[config.mk]
export PLATFORM = sky130hd
export DESIGN_NAME = ptsq_device_flat
export DESIGN_NICKNAME = d
export VERILOG_FILES = /design/src/logic/ptsq_pkg.sv /design/src/logic/ptsq_if.sv /design/src/logic/ptsq_device.sv /design/src/flat_wrapper.sv
export SDC_FILE = /design/constraint.sdc
export NUM_CORES = 2
export LEC_CHECK = 0
export BUFFER_PORTS_ARGS = -buffer_cell sky130_fd_sc_hd__clkbuf_2
export CAP_MARGIN = 10
export CORE_UTILIZATION = 50
export DETAILED_ROUTE_END_ITERATION = 12
export HOLD_SLACK_MARGIN = 0.12
export MAX_ROUTING_LAYER = met4
export PLACE_DENSITY = 0.68
export SETUP_SLACK_MARGIN = 0.5
export SLEW_MARGIN = 20
export SYNTH_ARGS = -nofsm -noshare
export SYNTH_HDL_FRONTEND = slang
export SYNTH_SLANG_ARGS = --single-unit
export TNS_END_PERCENT = 100
[constraint.sdc]
create_clock -name ref_clk_i -period 4.2 [get_ports ref_clk_i]
set_clock_uncertainty 0.15 [all_clocks]
set_input_delay 0.21 -clock ref_clk_i [delete_from_list [all_inputs] [get_ports ref_clk_i]]
set_output_delay 0.21 -clock ref_clk_i [all_outputs]
set_load 0.1 [all_outputs]
[src/logic/ptsq_pkg.sv]
// Shared constants, encodings and types of the port transfer engine
package ptsq_pkg;

	// I/O ports seen by the host
	localparam logic [7:0] PTSQ_PORT_SWITCH  = 8'hF0;
	localparam logic [7:0] PTSQ_PORT_EXEC    = 8'hF2;
	localparam logic [7:0] PTSQ_PORT_LOAD    = 8'hF3;
	localparam logic [7:0] PTSQ_PORT_PHANTOM = 8'hAF;
	localparam int         PTSQ_BUSY_BIT     = 5;

	// Program store and reset values
	localparam int         PTSQ_PROG_DEPTH = 256;
	localparam logic [7:0] PTSQ_RST_BYTE   = 8'h00;

	// Opcodes, bits 6:5 are ignored by the decoder
	localparam logic [7:0] PTSQ_OP_MASK  = 8'h9F;
	localparam logic [7:0] PTSQ_OP_HALT  = 8'h01;
	localparam logic [7:0] PTSQ_OP_LOOP  = 8'h83;
	localparam logic [7:0] PTSQ_OP_JUMP  = 8'h84;
	localparam logic [7:0] PTSQ_OP_LDATA = 8'h85;
	localparam logic [7:0] PTSQ_OP_LPORT = 8'h86;
	localparam logic [7:0] PTSQ_OP_LLOOP = 8'h87;

	// Transfer group: bit 7 set, bit 2 clear, bits 4:3 destination, 1:0 source
	localparam logic [1:0] PTSQ_DST_NONE = 2'h0;
	localparam logic [1:0] PTSQ_DST_GPIB = 2'h1;
	localparam logic [1:0] PTSQ_SRC_DREG = 2'h0;
	localparam logic [1:0] PTSQ_SRC_PORT = 2'h1;
	localparam logic [1:0] PTSQ_SRC_GPIB = 2'h2;
	localparam logic [1:0] PTSQ_SRC_NONE = 2'h3;

	// Loop counter runs in inverted form and is spent at all ones
	localparam logic [7:0] PTSQ_LOOP_DONE = 8'hFF;

	// Sustained GPIB byte period and its worst-case budget in cycles
	localparam int PTSQ_CLK_NS       = 10;
	localparam int PTSQ_BYTE_NS      = 5000;
	localparam int PTSQ_BYTE_MAX_CYC = PTSQ_BYTE_NS / PTSQ_CLK_NS;

	typedef enum logic [1:0] {
		PTSQ_MODE_LOAD,
		PTSQ_MODE_EXEC,
		PTSQ_MODE_HALT
	} ptsq_mode_t;

	typedef enum logic [2:0] {
		PTSQ_K_NOP,
		PTSQ_K_HALT,
		PTSQ_K_JUMP,
		PTSQ_K_LDATA,
		PTSQ_K_LPORT,
		PTSQ_K_LLOOP,
		PTSQ_K_LOOP,
		PTSQ_K_XFER
	} ptsq_kind_t;

endpackage

[src/logic/ptsq_if.sv]
// Link between the transfer engine and the host / GPIB side
`timescale 1ns/1ps
interface ptsq_if;
	logic       io_rd;
	logic       io_wr;
	logic [7:0] io_addr;
	logic [7:0] io_wdata;
	logic [7:0] dreg;
	logic       busy;
	logic       bus_req;
	logic       bus_ack;
	logic [7:0] sys_addr;
	logic       sys_rd;
	logic       sys_wr;
	logic [7:0] sys_wdata;
	logic [7:0] sys_rdata;
	logic       sys_rvalid;
	logic       gpib_rdy;
	logic       gpib_rd;
	logic       gpib_wr;
	logic [7:0] gpib_wdata;
	logic [7:0] gpib_rdata;

	modport dev (
		input  io_rd, io_wr, io_addr, io_wdata, bus_ack,
		input  sys_rdata, sys_rvalid, gpib_rdy, gpib_rdata,
		output dreg, busy, bus_req, sys_addr, sys_rd, sys_wr,
		output sys_wdata, gpib_rd, gpib_wr, gpib_wdata
	);

	modport host (
		output io_rd, io_wr, io_addr, io_wdata, bus_ack,
		output sys_rdata, sys_rvalid, gpib_rdy, gpib_rdata,
		input  dreg, busy, bus_req, sys_addr, sys_rd, sys_wr,
		input  sys_wdata, gpib_rd, gpib_wr, gpib_wdata
	);
endinterface

[src/logic/ptsq_device.sv]
// Port transfer engine: program store, sequencer and transfer path
// Behaviour
// (RULE_01) Program store holds up to 256 bytes
// (RULE_02) Exactly one of load, execute, halt; reset load
// (RULE_03) Execute port read in load starts execution
// (RULE_04) Halt instruction parks engine until load command
// (RULE_05) Load port read always forces load mode
// (RULE_06) Load mode reacts to program write, execute read
// (RULE_07) Stored program reruns via load then execute
// (RULE_08) Load port write stores next program byte
// (RULE_09) Four 8-bit registers: port, data, pc, loop
// (RULE_10) Port register drives address during transfers
// (RULE_11) Data register source drives system data bus
// (RULE_12) Jump loads program counter with operand
// (RULE_13) Software loads loop counter with complemented count
// (RULE_14) One instruction decrements, tests, jumps non-zero
// (RULE_15) One destination and one source per transfer
// (RULE_16) Data register to GPIB needs non-existent port
// (RULE_17) Phantom port answers nothing, safe dummy target
// (RULE_18) Sustain GPIB transfers up to 200K bytes/s
// (RULE_19) Switch port bit 5 shows program running
// (RULE_20) Load entry clears pc, write flag advances it
// (RULE_21) Bus taken by request, released by acknowledge
// (RULE_22) Opcodes 01 halt, 83..87 with operand byte
// (RULE_23) Execute fetches bytes from zero, pc advances
`timescale 1ns/1ps
module ptsq_device #(
	parameter int DEPTH = ptsq_pkg::PTSQ_PROG_DEPTH
) (
	input  wire logic             ref_clk_i,
	input  wire logic             sys_rst_i,
	ptsq_if.dev                   link,
	output ptsq_pkg::ptsq_mode_t  mode_o
);
	import ptsq_pkg::*;

	localparam int AW = $clog2(DEPTH);

	// The program counter is eight bits wide, so the store cannot grow
	initial begin
		if (DEPTH < 2 || DEPTH > PTSQ_PROG_DEPTH || (1 << AW) != DEPTH)
		begin
			$error("ptsq_device: DEPTH must be a power of two up to 256");
		end
	end

	typedef enum logic [2:0] {
		ST_LOAD,
		ST_FETCH,
		ST_ARG,
		ST_HALT,
		ST_XREQ,
		ST_XSRC,
		ST_XWAIT,
		ST_XDST
	} ptsq_state_t;

	// Opcode classification, bits 6:5 are don't-care
	function automatic ptsq_kind_t decode(input logic [7:0] op);
		logic [7:0] m;
		m = op & PTSQ_OP_MASK;
		if (m == PTSQ_OP_HALT)
			decode = PTSQ_K_HALT;
		else if (m == PTSQ_OP_JUMP)
			decode = PTSQ_K_JUMP;
		else if (m == PTSQ_OP_LDATA)
			decode = PTSQ_K_LDATA;
		else if (m == PTSQ_OP_LPORT)
			decode = PTSQ_K_LPORT;
		else if (m == PTSQ_OP_LLOOP)
			decode = PTSQ_K_LLOOP;
		else if (m == PTSQ_OP_LOOP)
			decode = PTSQ_K_LOOP;
		else if (op[7] && !op[2] && op[4:3] != PTSQ_DST_NONE
			&& op[1:0] != PTSQ_SRC_NONE
			&& !(op[4:3] == PTSQ_DST_GPIB && op[1:0] == PTSQ_SRC_GPIB))
			decode = PTSQ_K_XFER;
		else
			decode = PTSQ_K_NOP;
	endfunction

	logic [7:0]  mem [DEPTH];
	ptsq_state_t st_q,    st_d;
	logic [7:0]  pc_q,    pc_d;
	logic [7:0]  op_q,    op_d;
	logic [7:0]  port_q,  port_d;
	logic [7:0]  dreg_q,  dreg_d;
	logic [7:0]  loop_q,  loop_d;
	logic [7:0]  xfer_q,  xfer_d;
	logic        flag_q,  flag_d;
	logic        mem_we;
	logic [7:0]  mem_rd;
	logic [7:0]  loop_inc;
	logic        rd_exec;
	logic        rd_load;
	logic        wr_load;
	logic        dst_gpib;
	logic [1:0]  src;

	// Host command decode off the I/O strobes
	assign rd_exec  = link.io_rd && link.io_addr == PTSQ_PORT_EXEC;
	assign rd_load  = link.io_rd && link.io_addr == PTSQ_PORT_LOAD;
	assign wr_load  = link.io_wr && link.io_addr == PTSQ_PORT_LOAD;
	assign mem_rd   = mem[pc_q[AW-1:0]];
	assign loop_inc = loop_q + 8'h01;
	assign dst_gpib = op_q[4:3] == PTSQ_DST_GPIB;
	assign src      = op_q[1:0];

	// Sequencer next state
	always_comb begin
		st_d           = st_q;
		pc_d           = pc_q;
		op_d           = op_q;
		port_d         = port_q;
		dreg_d         = dreg_q;
		loop_d         = loop_q;
		xfer_d         = xfer_q;
		flag_d         = 1'b0;
		mem_we         = 1'b0;
		link.sys_rd    = 1'b0;
		link.sys_wr    = 1'b0;
		link.gpib_rd   = 1'b0;
		link.gpib_wr   = 1'b0;
		if (rd_load)
		begin
			// Also the abort path: works in any mode, pc restarts at zero
			st_d = ST_LOAD; // RULE_05 RULE_07
			pc_d = '0; // RULE_20
		end
		else
		begin
			case (st_q)
				ST_LOAD:
				begin
					if (flag_q)
						pc_d = pc_q + 8'h01; // RULE_20
					if (wr_load)
					begin
						mem_we = 1'b1; // RULE_06 RULE_08
						flag_d = 1'b1; // RULE_20
					end
					else if (rd_exec)
					begin
						st_d = ST_FETCH; // RULE_03 RULE_06
						pc_d = '0; // RULE_23
					end
				end
				ST_FETCH:
				begin
					op_d = mem_rd;
					pc_d = pc_q + 8'h01; // RULE_23
					case (decode(mem_rd))
						PTSQ_K_HALT:
						begin
							pc_d = '0; // RULE_22
							st_d = ST_HALT; // RULE_04
						end
						PTSQ_K_XFER: st_d = ST_XREQ;
						PTSQ_K_NOP:  st_d = ST_FETCH;
						default:     st_d = ST_ARG; // RULE_22
					endcase
				end
				ST_ARG:
				begin
					pc_d = pc_q + 8'h01; // RULE_23
					st_d = ST_FETCH;
					case (decode(op_q))
						PTSQ_K_JUMP:  pc_d = mem_rd; // RULE_12
						PTSQ_K_LDATA: dreg_d = mem_rd; // RULE_09
						PTSQ_K_LPORT: port_d = mem_rd; // RULE_09
						PTSQ_K_LLOOP: loop_d = mem_rd; // RULE_09 RULE_13
						PTSQ_K_LOOP:
						begin
							// Counting up an inverted count is counting down
							loop_d = loop_inc; // RULE_14
							if (loop_inc != PTSQ_LOOP_DONE)
								pc_d = mem_rd; // RULE_14
						end
						default: st_d = ST_FETCH;
					endcase
				end
				ST_HALT:
				begin
					// Execute reads are ignored here on purpose
					st_d = ST_HALT; // RULE_04
				end
				ST_XREQ:
				begin
					xfer_d = dreg_q; // RULE_11
					if (link.bus_ack && (!(dst_gpib || src == PTSQ_SRC_GPIB)
						|| link.gpib_rdy))
						st_d = ST_XSRC; // RULE_21
				end
				ST_XSRC:
				begin
					if (src == PTSQ_SRC_GPIB)
					begin
						link.gpib_rd = 1'b1; // RULE_15
						xfer_d       = link.gpib_rdata;
						st_d         = ST_XDST;
					end
					else if (src == PTSQ_SRC_PORT || dst_gpib)
					begin
						// Data register stays on the bus; a live port wins
						link.sys_rd = 1'b1; // RULE_15 RULE_16
						st_d        = ST_XWAIT;
					end
					else
						st_d = ST_XDST; // RULE_11
				end
				ST_XWAIT:
				begin
					if (link.sys_rvalid)
					begin
						xfer_d = link.sys_rdata; // RULE_16
						st_d   = ST_XDST;
					end
				end
				ST_XDST:
				begin
					// No pacing beyond the handshakes keeps the byte rate high
					if (dst_gpib)
						link.gpib_wr = 1'b1; // RULE_15 RULE_18
					else
						link.sys_wr = 1'b1; // RULE_15 RULE_17
					st_d = ST_FETCH;
				end
				default: st_d = ST_LOAD;
			endcase
		end
	end

	// Sequencer registers
	always_ff @(posedge ref_clk_i) begin
		if (sys_rst_i)
		begin
			st_q   <= ST_LOAD; // RULE_02
			pc_q   <= PTSQ_RST_BYTE;
			op_q   <= PTSQ_RST_BYTE;
			port_q <= PTSQ_RST_BYTE;
			dreg_q <= PTSQ_RST_BYTE;
			loop_q <= PTSQ_RST_BYTE;
			xfer_q <= PTSQ_RST_BYTE;
			flag_q <= 1'b0;
		end
		else
		begin
			st_q   <= st_d;
			pc_q   <= pc_d;
			op_q   <= op_d;
			port_q <= port_d;
			dreg_q <= dreg_d;
			loop_q <= loop_d;
			xfer_q <= xfer_d;
			flag_q <= flag_d;
		end
	end

	// Program store has no reset; contents are whatever was loaded
	always_ff @(posedge ref_clk_i) begin
		if (mem_we)
			mem[pc_q[AW-1:0]] <= link.io_wdata; // RULE_01 RULE_08
	end

	// Mode and link outputs
	always_comb begin
		case (st_q)
			ST_LOAD: mode_o = PTSQ_MODE_LOAD; // RULE_02
			ST_HALT: mode_o = PTSQ_MODE_HALT;
			default: mode_o = PTSQ_MODE_EXEC;
		endcase
	end

	assign link.busy       = st_q != ST_LOAD && st_q != ST_HALT; // RULE_19
	assign link.dreg       = dreg_q;
	assign link.bus_req    = st_q == ST_XREQ || st_q == ST_XSRC
		|| st_q == ST_XWAIT || st_q == ST_XDST; // RULE_21
	assign link.sys_addr   = port_q; // RULE_10
	assign link.sys_wdata  = xfer_q; // RULE_11
	assign link.gpib_wdata = xfer_q;

endmodule

[src/flat_wrapper.sv]
// flat-port wrapper written by rule: the top's interface ports become plain ports
module ptsq_device_flat import ptsq_pkg::*;
#(
	parameter int DEPTH = ptsq_pkg::PTSQ_PROG_DEPTH
)
  (ref_clk_i, sys_rst_i, mode_o, link_io_rd, link_io_wr, link_io_addr, link_io_wdata, link_bus_ack, link_sys_rdata, link_sys_rvalid, link_gpib_rdy, link_gpib_rdata, link_dreg, link_busy, link_bus_req, link_sys_addr, link_sys_rd, link_sys_wr, link_sys_wdata, link_gpib_rd, link_gpib_wr, link_gpib_wdata);
  ptsq_if link_i ();
  input  wire logic ref_clk_i;
  input  wire logic sys_rst_i;
  output ptsq_pkg::ptsq_mode_t mode_o;
  input wire logic [$bits(link_i.io_rd)-1:0] link_io_rd;
  input wire logic [$bits(link_i.io_wr)-1:0] link_io_wr;
  input wire logic [$bits(link_i.io_addr)-1:0] link_io_addr;
  input wire logic [$bits(link_i.io_wdata)-1:0] link_io_wdata;
  input wire logic [$bits(link_i.bus_ack)-1:0] link_bus_ack;
  input wire logic [$bits(link_i.sys_rdata)-1:0] link_sys_rdata;
  input wire logic [$bits(link_i.sys_rvalid)-1:0] link_sys_rvalid;
  input wire logic [$bits(link_i.gpib_rdy)-1:0] link_gpib_rdy;
  input wire logic [$bits(link_i.gpib_rdata)-1:0] link_gpib_rdata;
  output wire logic [$bits(link_i.dreg)-1:0] link_dreg;
  output wire logic [$bits(link_i.busy)-1:0] link_busy;
  output wire logic [$bits(link_i.bus_req)-1:0] link_bus_req;
  output wire logic [$bits(link_i.sys_addr)-1:0] link_sys_addr;
  output wire logic [$bits(link_i.sys_rd)-1:0] link_sys_rd;
  output wire logic [$bits(link_i.sys_wr)-1:0] link_sys_wr;
  output wire logic [$bits(link_i.sys_wdata)-1:0] link_sys_wdata;
  output wire logic [$bits(link_i.gpib_rd)-1:0] link_gpib_rd;
  output wire logic [$bits(link_i.gpib_wr)-1:0] link_gpib_wr;
  output wire logic [$bits(link_i.gpib_wdata)-1:0] link_gpib_wdata;
  assign link_i.io_rd = link_io_rd;
  assign link_i.io_wr = link_io_wr;
  assign link_i.io_addr = link_io_addr;
  assign link_i.io_wdata = link_io_wdata;
  assign link_i.bus_ack = link_bus_ack;
  assign link_i.sys_rdata = link_sys_rdata;
  assign link_i.sys_rvalid = link_sys_rvalid;
  assign link_i.gpib_rdy = link_gpib_rdy;
  assign link_i.gpib_rdata = link_gpib_rdata;
  assign link_dreg = link_i.dreg;
  assign link_busy = link_i.busy;
  assign link_bus_req = link_i.bus_req;
  assign link_sys_addr = link_i.sys_addr;
  assign link_sys_rd = link_i.sys_rd;
  assign link_sys_wr = link_i.sys_wr;
  assign link_sys_wdata = link_i.sys_wdata;
  assign link_gpib_rd = link_i.gpib_rd;
  assign link_gpib_wr = link_i.gpib_wr;
  assign link_gpib_wdata = link_i.gpib_wdata;
  ptsq_device #(.DEPTH(DEPTH)) u_core (.ref_clk_i(ref_clk_i), .sys_rst_i(sys_rst_i), .link(link_i), .mode_o(mode_o));
endmodule
==> results.tsv <==
metric	value	unit
status	finished, violations left	
failing checks	setup timing	
most frequent cells in the layout	edfxtp_1, buf_4, mux4_2	
DP HPWL	153.0	mm
cells along the critical path	buf_12 > buf_12 > buf_4 > mux4_2 > and3_1 > a31oi_4 > a311oi_4 > o41ai_4 > buf_4 > o311a_1 > or3b_4 > or4b_4 > a31oi_4 > nor3_2	
HP Start	link_io_addr[1]	
insertion delay to the later sink of the worst-skew pair	0.87	ns
Rel. slew slack	25.12	%
maximum VDD drop	320.7	uV
CP Class	flop to flop	
most common cell after layout, fill and taps aside	edfxtp_1	
Starting Density	50.64	%
Max Slew Vio Count	0	
gr usage total	29.35	%
# IOs	79	
Die ar.	0.1672	mm2
DRT iter0 DRCs	7979	
top cell type by total area after synthesis	edfxtp_1	
Worst Hold Class	input pin to flop	
DP Worst Slack	-0.9633	ns
Post-synth EDFFs	2048	
synthesized area per cell	19.94	um2
Vert. Die Dim	408.9	um
RSZ-0062 raised after global routing	yes	
vias in the first global route	45670	
FILL cells	11290	
f_max	228.6	MHz
Worst path slowest cell	or4b_4	
sequential area share after synthesis	75.68	%
NumNets Final	5016	
clock slew at reported path FFs	0.06	ns
Async SR Flop Fraction	0	%
Buf/Inv on CP	4	
hold depth	6	
# placed instances	6829	
Routed WL per cell	32.64	um
Worst path max stage delay	0.60	ns
post-synth top area share	74.28	%
Synth area leaders	edfxtp_1, mux4_2, mux2i_1, nor2_1, dfxtp_1	
area of the core	0.1635	mm2
clock tree sinks	2106	
WL final	239.0	mm
antenna violations before repair	7	
Root Driver	clkbuf_16	
setup violators final	16	
min Tclk post-route	4.375	ns
routed vias/inst	6.433	
crit path max fanout	19	
pin count of the biggest net entering global routing	185	
Max-cap violations	0	
Critical Path Source Type	flop	
flops & latches, synth	2106	
DR pass1 iterations	6	
layout cells sized above 1	33.57	%
WP data required	4.76	ns
CTS tree	yes	
mapped cell area	0.08280	mm2
Distinct cells, synth	67	
setup ws final	-0.1749	ns
standard-cell rows	148	
IO Port Bufs	78	
Period Utilization, post-route	104.2	%
crit end category	flop	
Total Power	41.72	mW
Main synth FF type	edfxtp_1	
Synth warnings	0	
final hold vios	0	
FF-to-FF setup slack	-0.17	ns
Crit path arrival time	4.93	ns
final core utilization	60.54	%
Die W	408.9	um
CTS Buf Count	202	
DR vias	47110	
H-tree Lvls	4	
Area Overhead vs Synth	19.56	%
Finished Layout Cells	7323	
worst-case clock buffer depth	3	
first-pass GRT wire length	336.6	mm
Worst Reg2Reg Path Length in Cells	14	
Worst Hold End	u_core.st_q[2]	
LEAKAGE	31.53	nW
Final ANT Viol Nets	0	
GPL Wtd Cong	0.9534	
Largest delay share family, worst path	simple AND/OR/NAND/NOR gates	
total global routing overflow	0	
Worst Tran Pin Value	1.123	ns
# DRC	0	
Syn Nets	4198	
Cells after Synth	4153	
Power per Cell Area	421.4	mW/mm2
[synth_stat cells, drive strengths merged (22+ instances only)]
library cell / instances
a21oi: 93
a22o: 22
a22oi: 105
a31oi: 25
buf: 135
clkbuf: 123
dfxtp: 58
edfxtp: 2048
mux2i: 187
mux4: 481
nand2: 105
nand2b: 27
nand3: 46
nor2: 357
nor2b: 36
nor3: 26
o21ai: 45
o22ai: 53
[final cells by class]
| cell class | count | area (um2) | share of cell area (%) |
|---|---|---|---|
| antenna | 4 | 10.01 | 0.01011 |
| clock buffer | 252 | 5273 | 5.326 |
| clock inverter | 125 | 1410 | 1.424 |
| inverter | 14 | 52.55 | 0.05308 |
| multi-input combinational | 1775 | 19330 | 19.53 |
| sequential | 2106 | 62680 | 63.32 |
| tap | 2175 | 2721 | 2.749 |
| timing repair buffer | 872 | 7516 | 7.592 |
[power breakdown]
group	total (mW)	internal, mW	switching (mW)	leakage, nW
sequential	23.0	23.0	0.000450	18.9
clock	18.2	10.2	8.02	3.20
combinational	0.483	0.0956	0.387	9.46
[how the worst max path moves through the flow]
stage / start / endpoint / depth (start not counted)
4_1_cts: flop / flop / 14
2_1_floorplan: flop / flop / 13
3_3_place_gp: flop / flop / 13
6_report: flop / flop / 14
3_5_place_dp: flop / flop / 12
5_1_grt: flop / u_core.pc_q[7] / 13
[layer usage]
layer  share of wire, %  vias up  track usage [%]
li1                   -    18740                -
met1                 38    24400            40.14
met2                 46     3380            42.85
met3                 12      590            6.927
met4                4.4        0            11.55
met5                  0        -                -
[stage by stage]
step | setup TNS (ns) | instance area [um2] | hold slack (ns)
floorplan | 0 | 83120 | 0.1589
detailed placement | -16.62 | 90290 | 0.3363
global placement | -14.32 | 90290 | 0.3248
finish | -2.066 | 98990 | 0.2301
CTS | -0.8320 | 98360 | 0.1310
global route | -1.895 | 98990 | 0.2342
[kinds of logic after synthesis]
| logic type | synth area share (%) |
|---|---|
| buffers and inverters | 1.771 |
| DFF | 75.68 |
| and+or+nand+nor | 3.610 |
| xor gates and xnor gates | 0.05290 |
| AOI/OAI and AO/OA | 3.384 |
| muxes | 15.41 |
| adders and majority gates | 0.09067 |
[flip-flops by register name, summed over array words and instances, names as in the netlist, named ones only]
register / cells
u_core.flag_q: 1
u_core.link.dreg: 8
u_core.link.gpib_wdata: 8
u_core.link.sys_addr: 8
u_core.loop_q: 8
u_core.mem: 2048
u_core.op_q: 6
u_core.pc_q: 8
u_core.st_q: 3
[tightest hold or removal path: stages]
cell and delay, ns:
clkbuf_2 0.08, nor4b_1 0.23, buf_4 0.21, a31oi_1 0.25, nand2_1 0.16, nor2_1 0.04
[what timing repair did]
action                                  4_1_cts  5_1_grt
endpoints found under the setup margin       49      131
hold buffers                                 47        0
endpoints found under the hold margin      1023        0
cloned                                        4        0
gates resized for setup                     127       76
buffers inserted                             26       36
pin swaps                                    22       34
(Power assumes the default switching activity.)
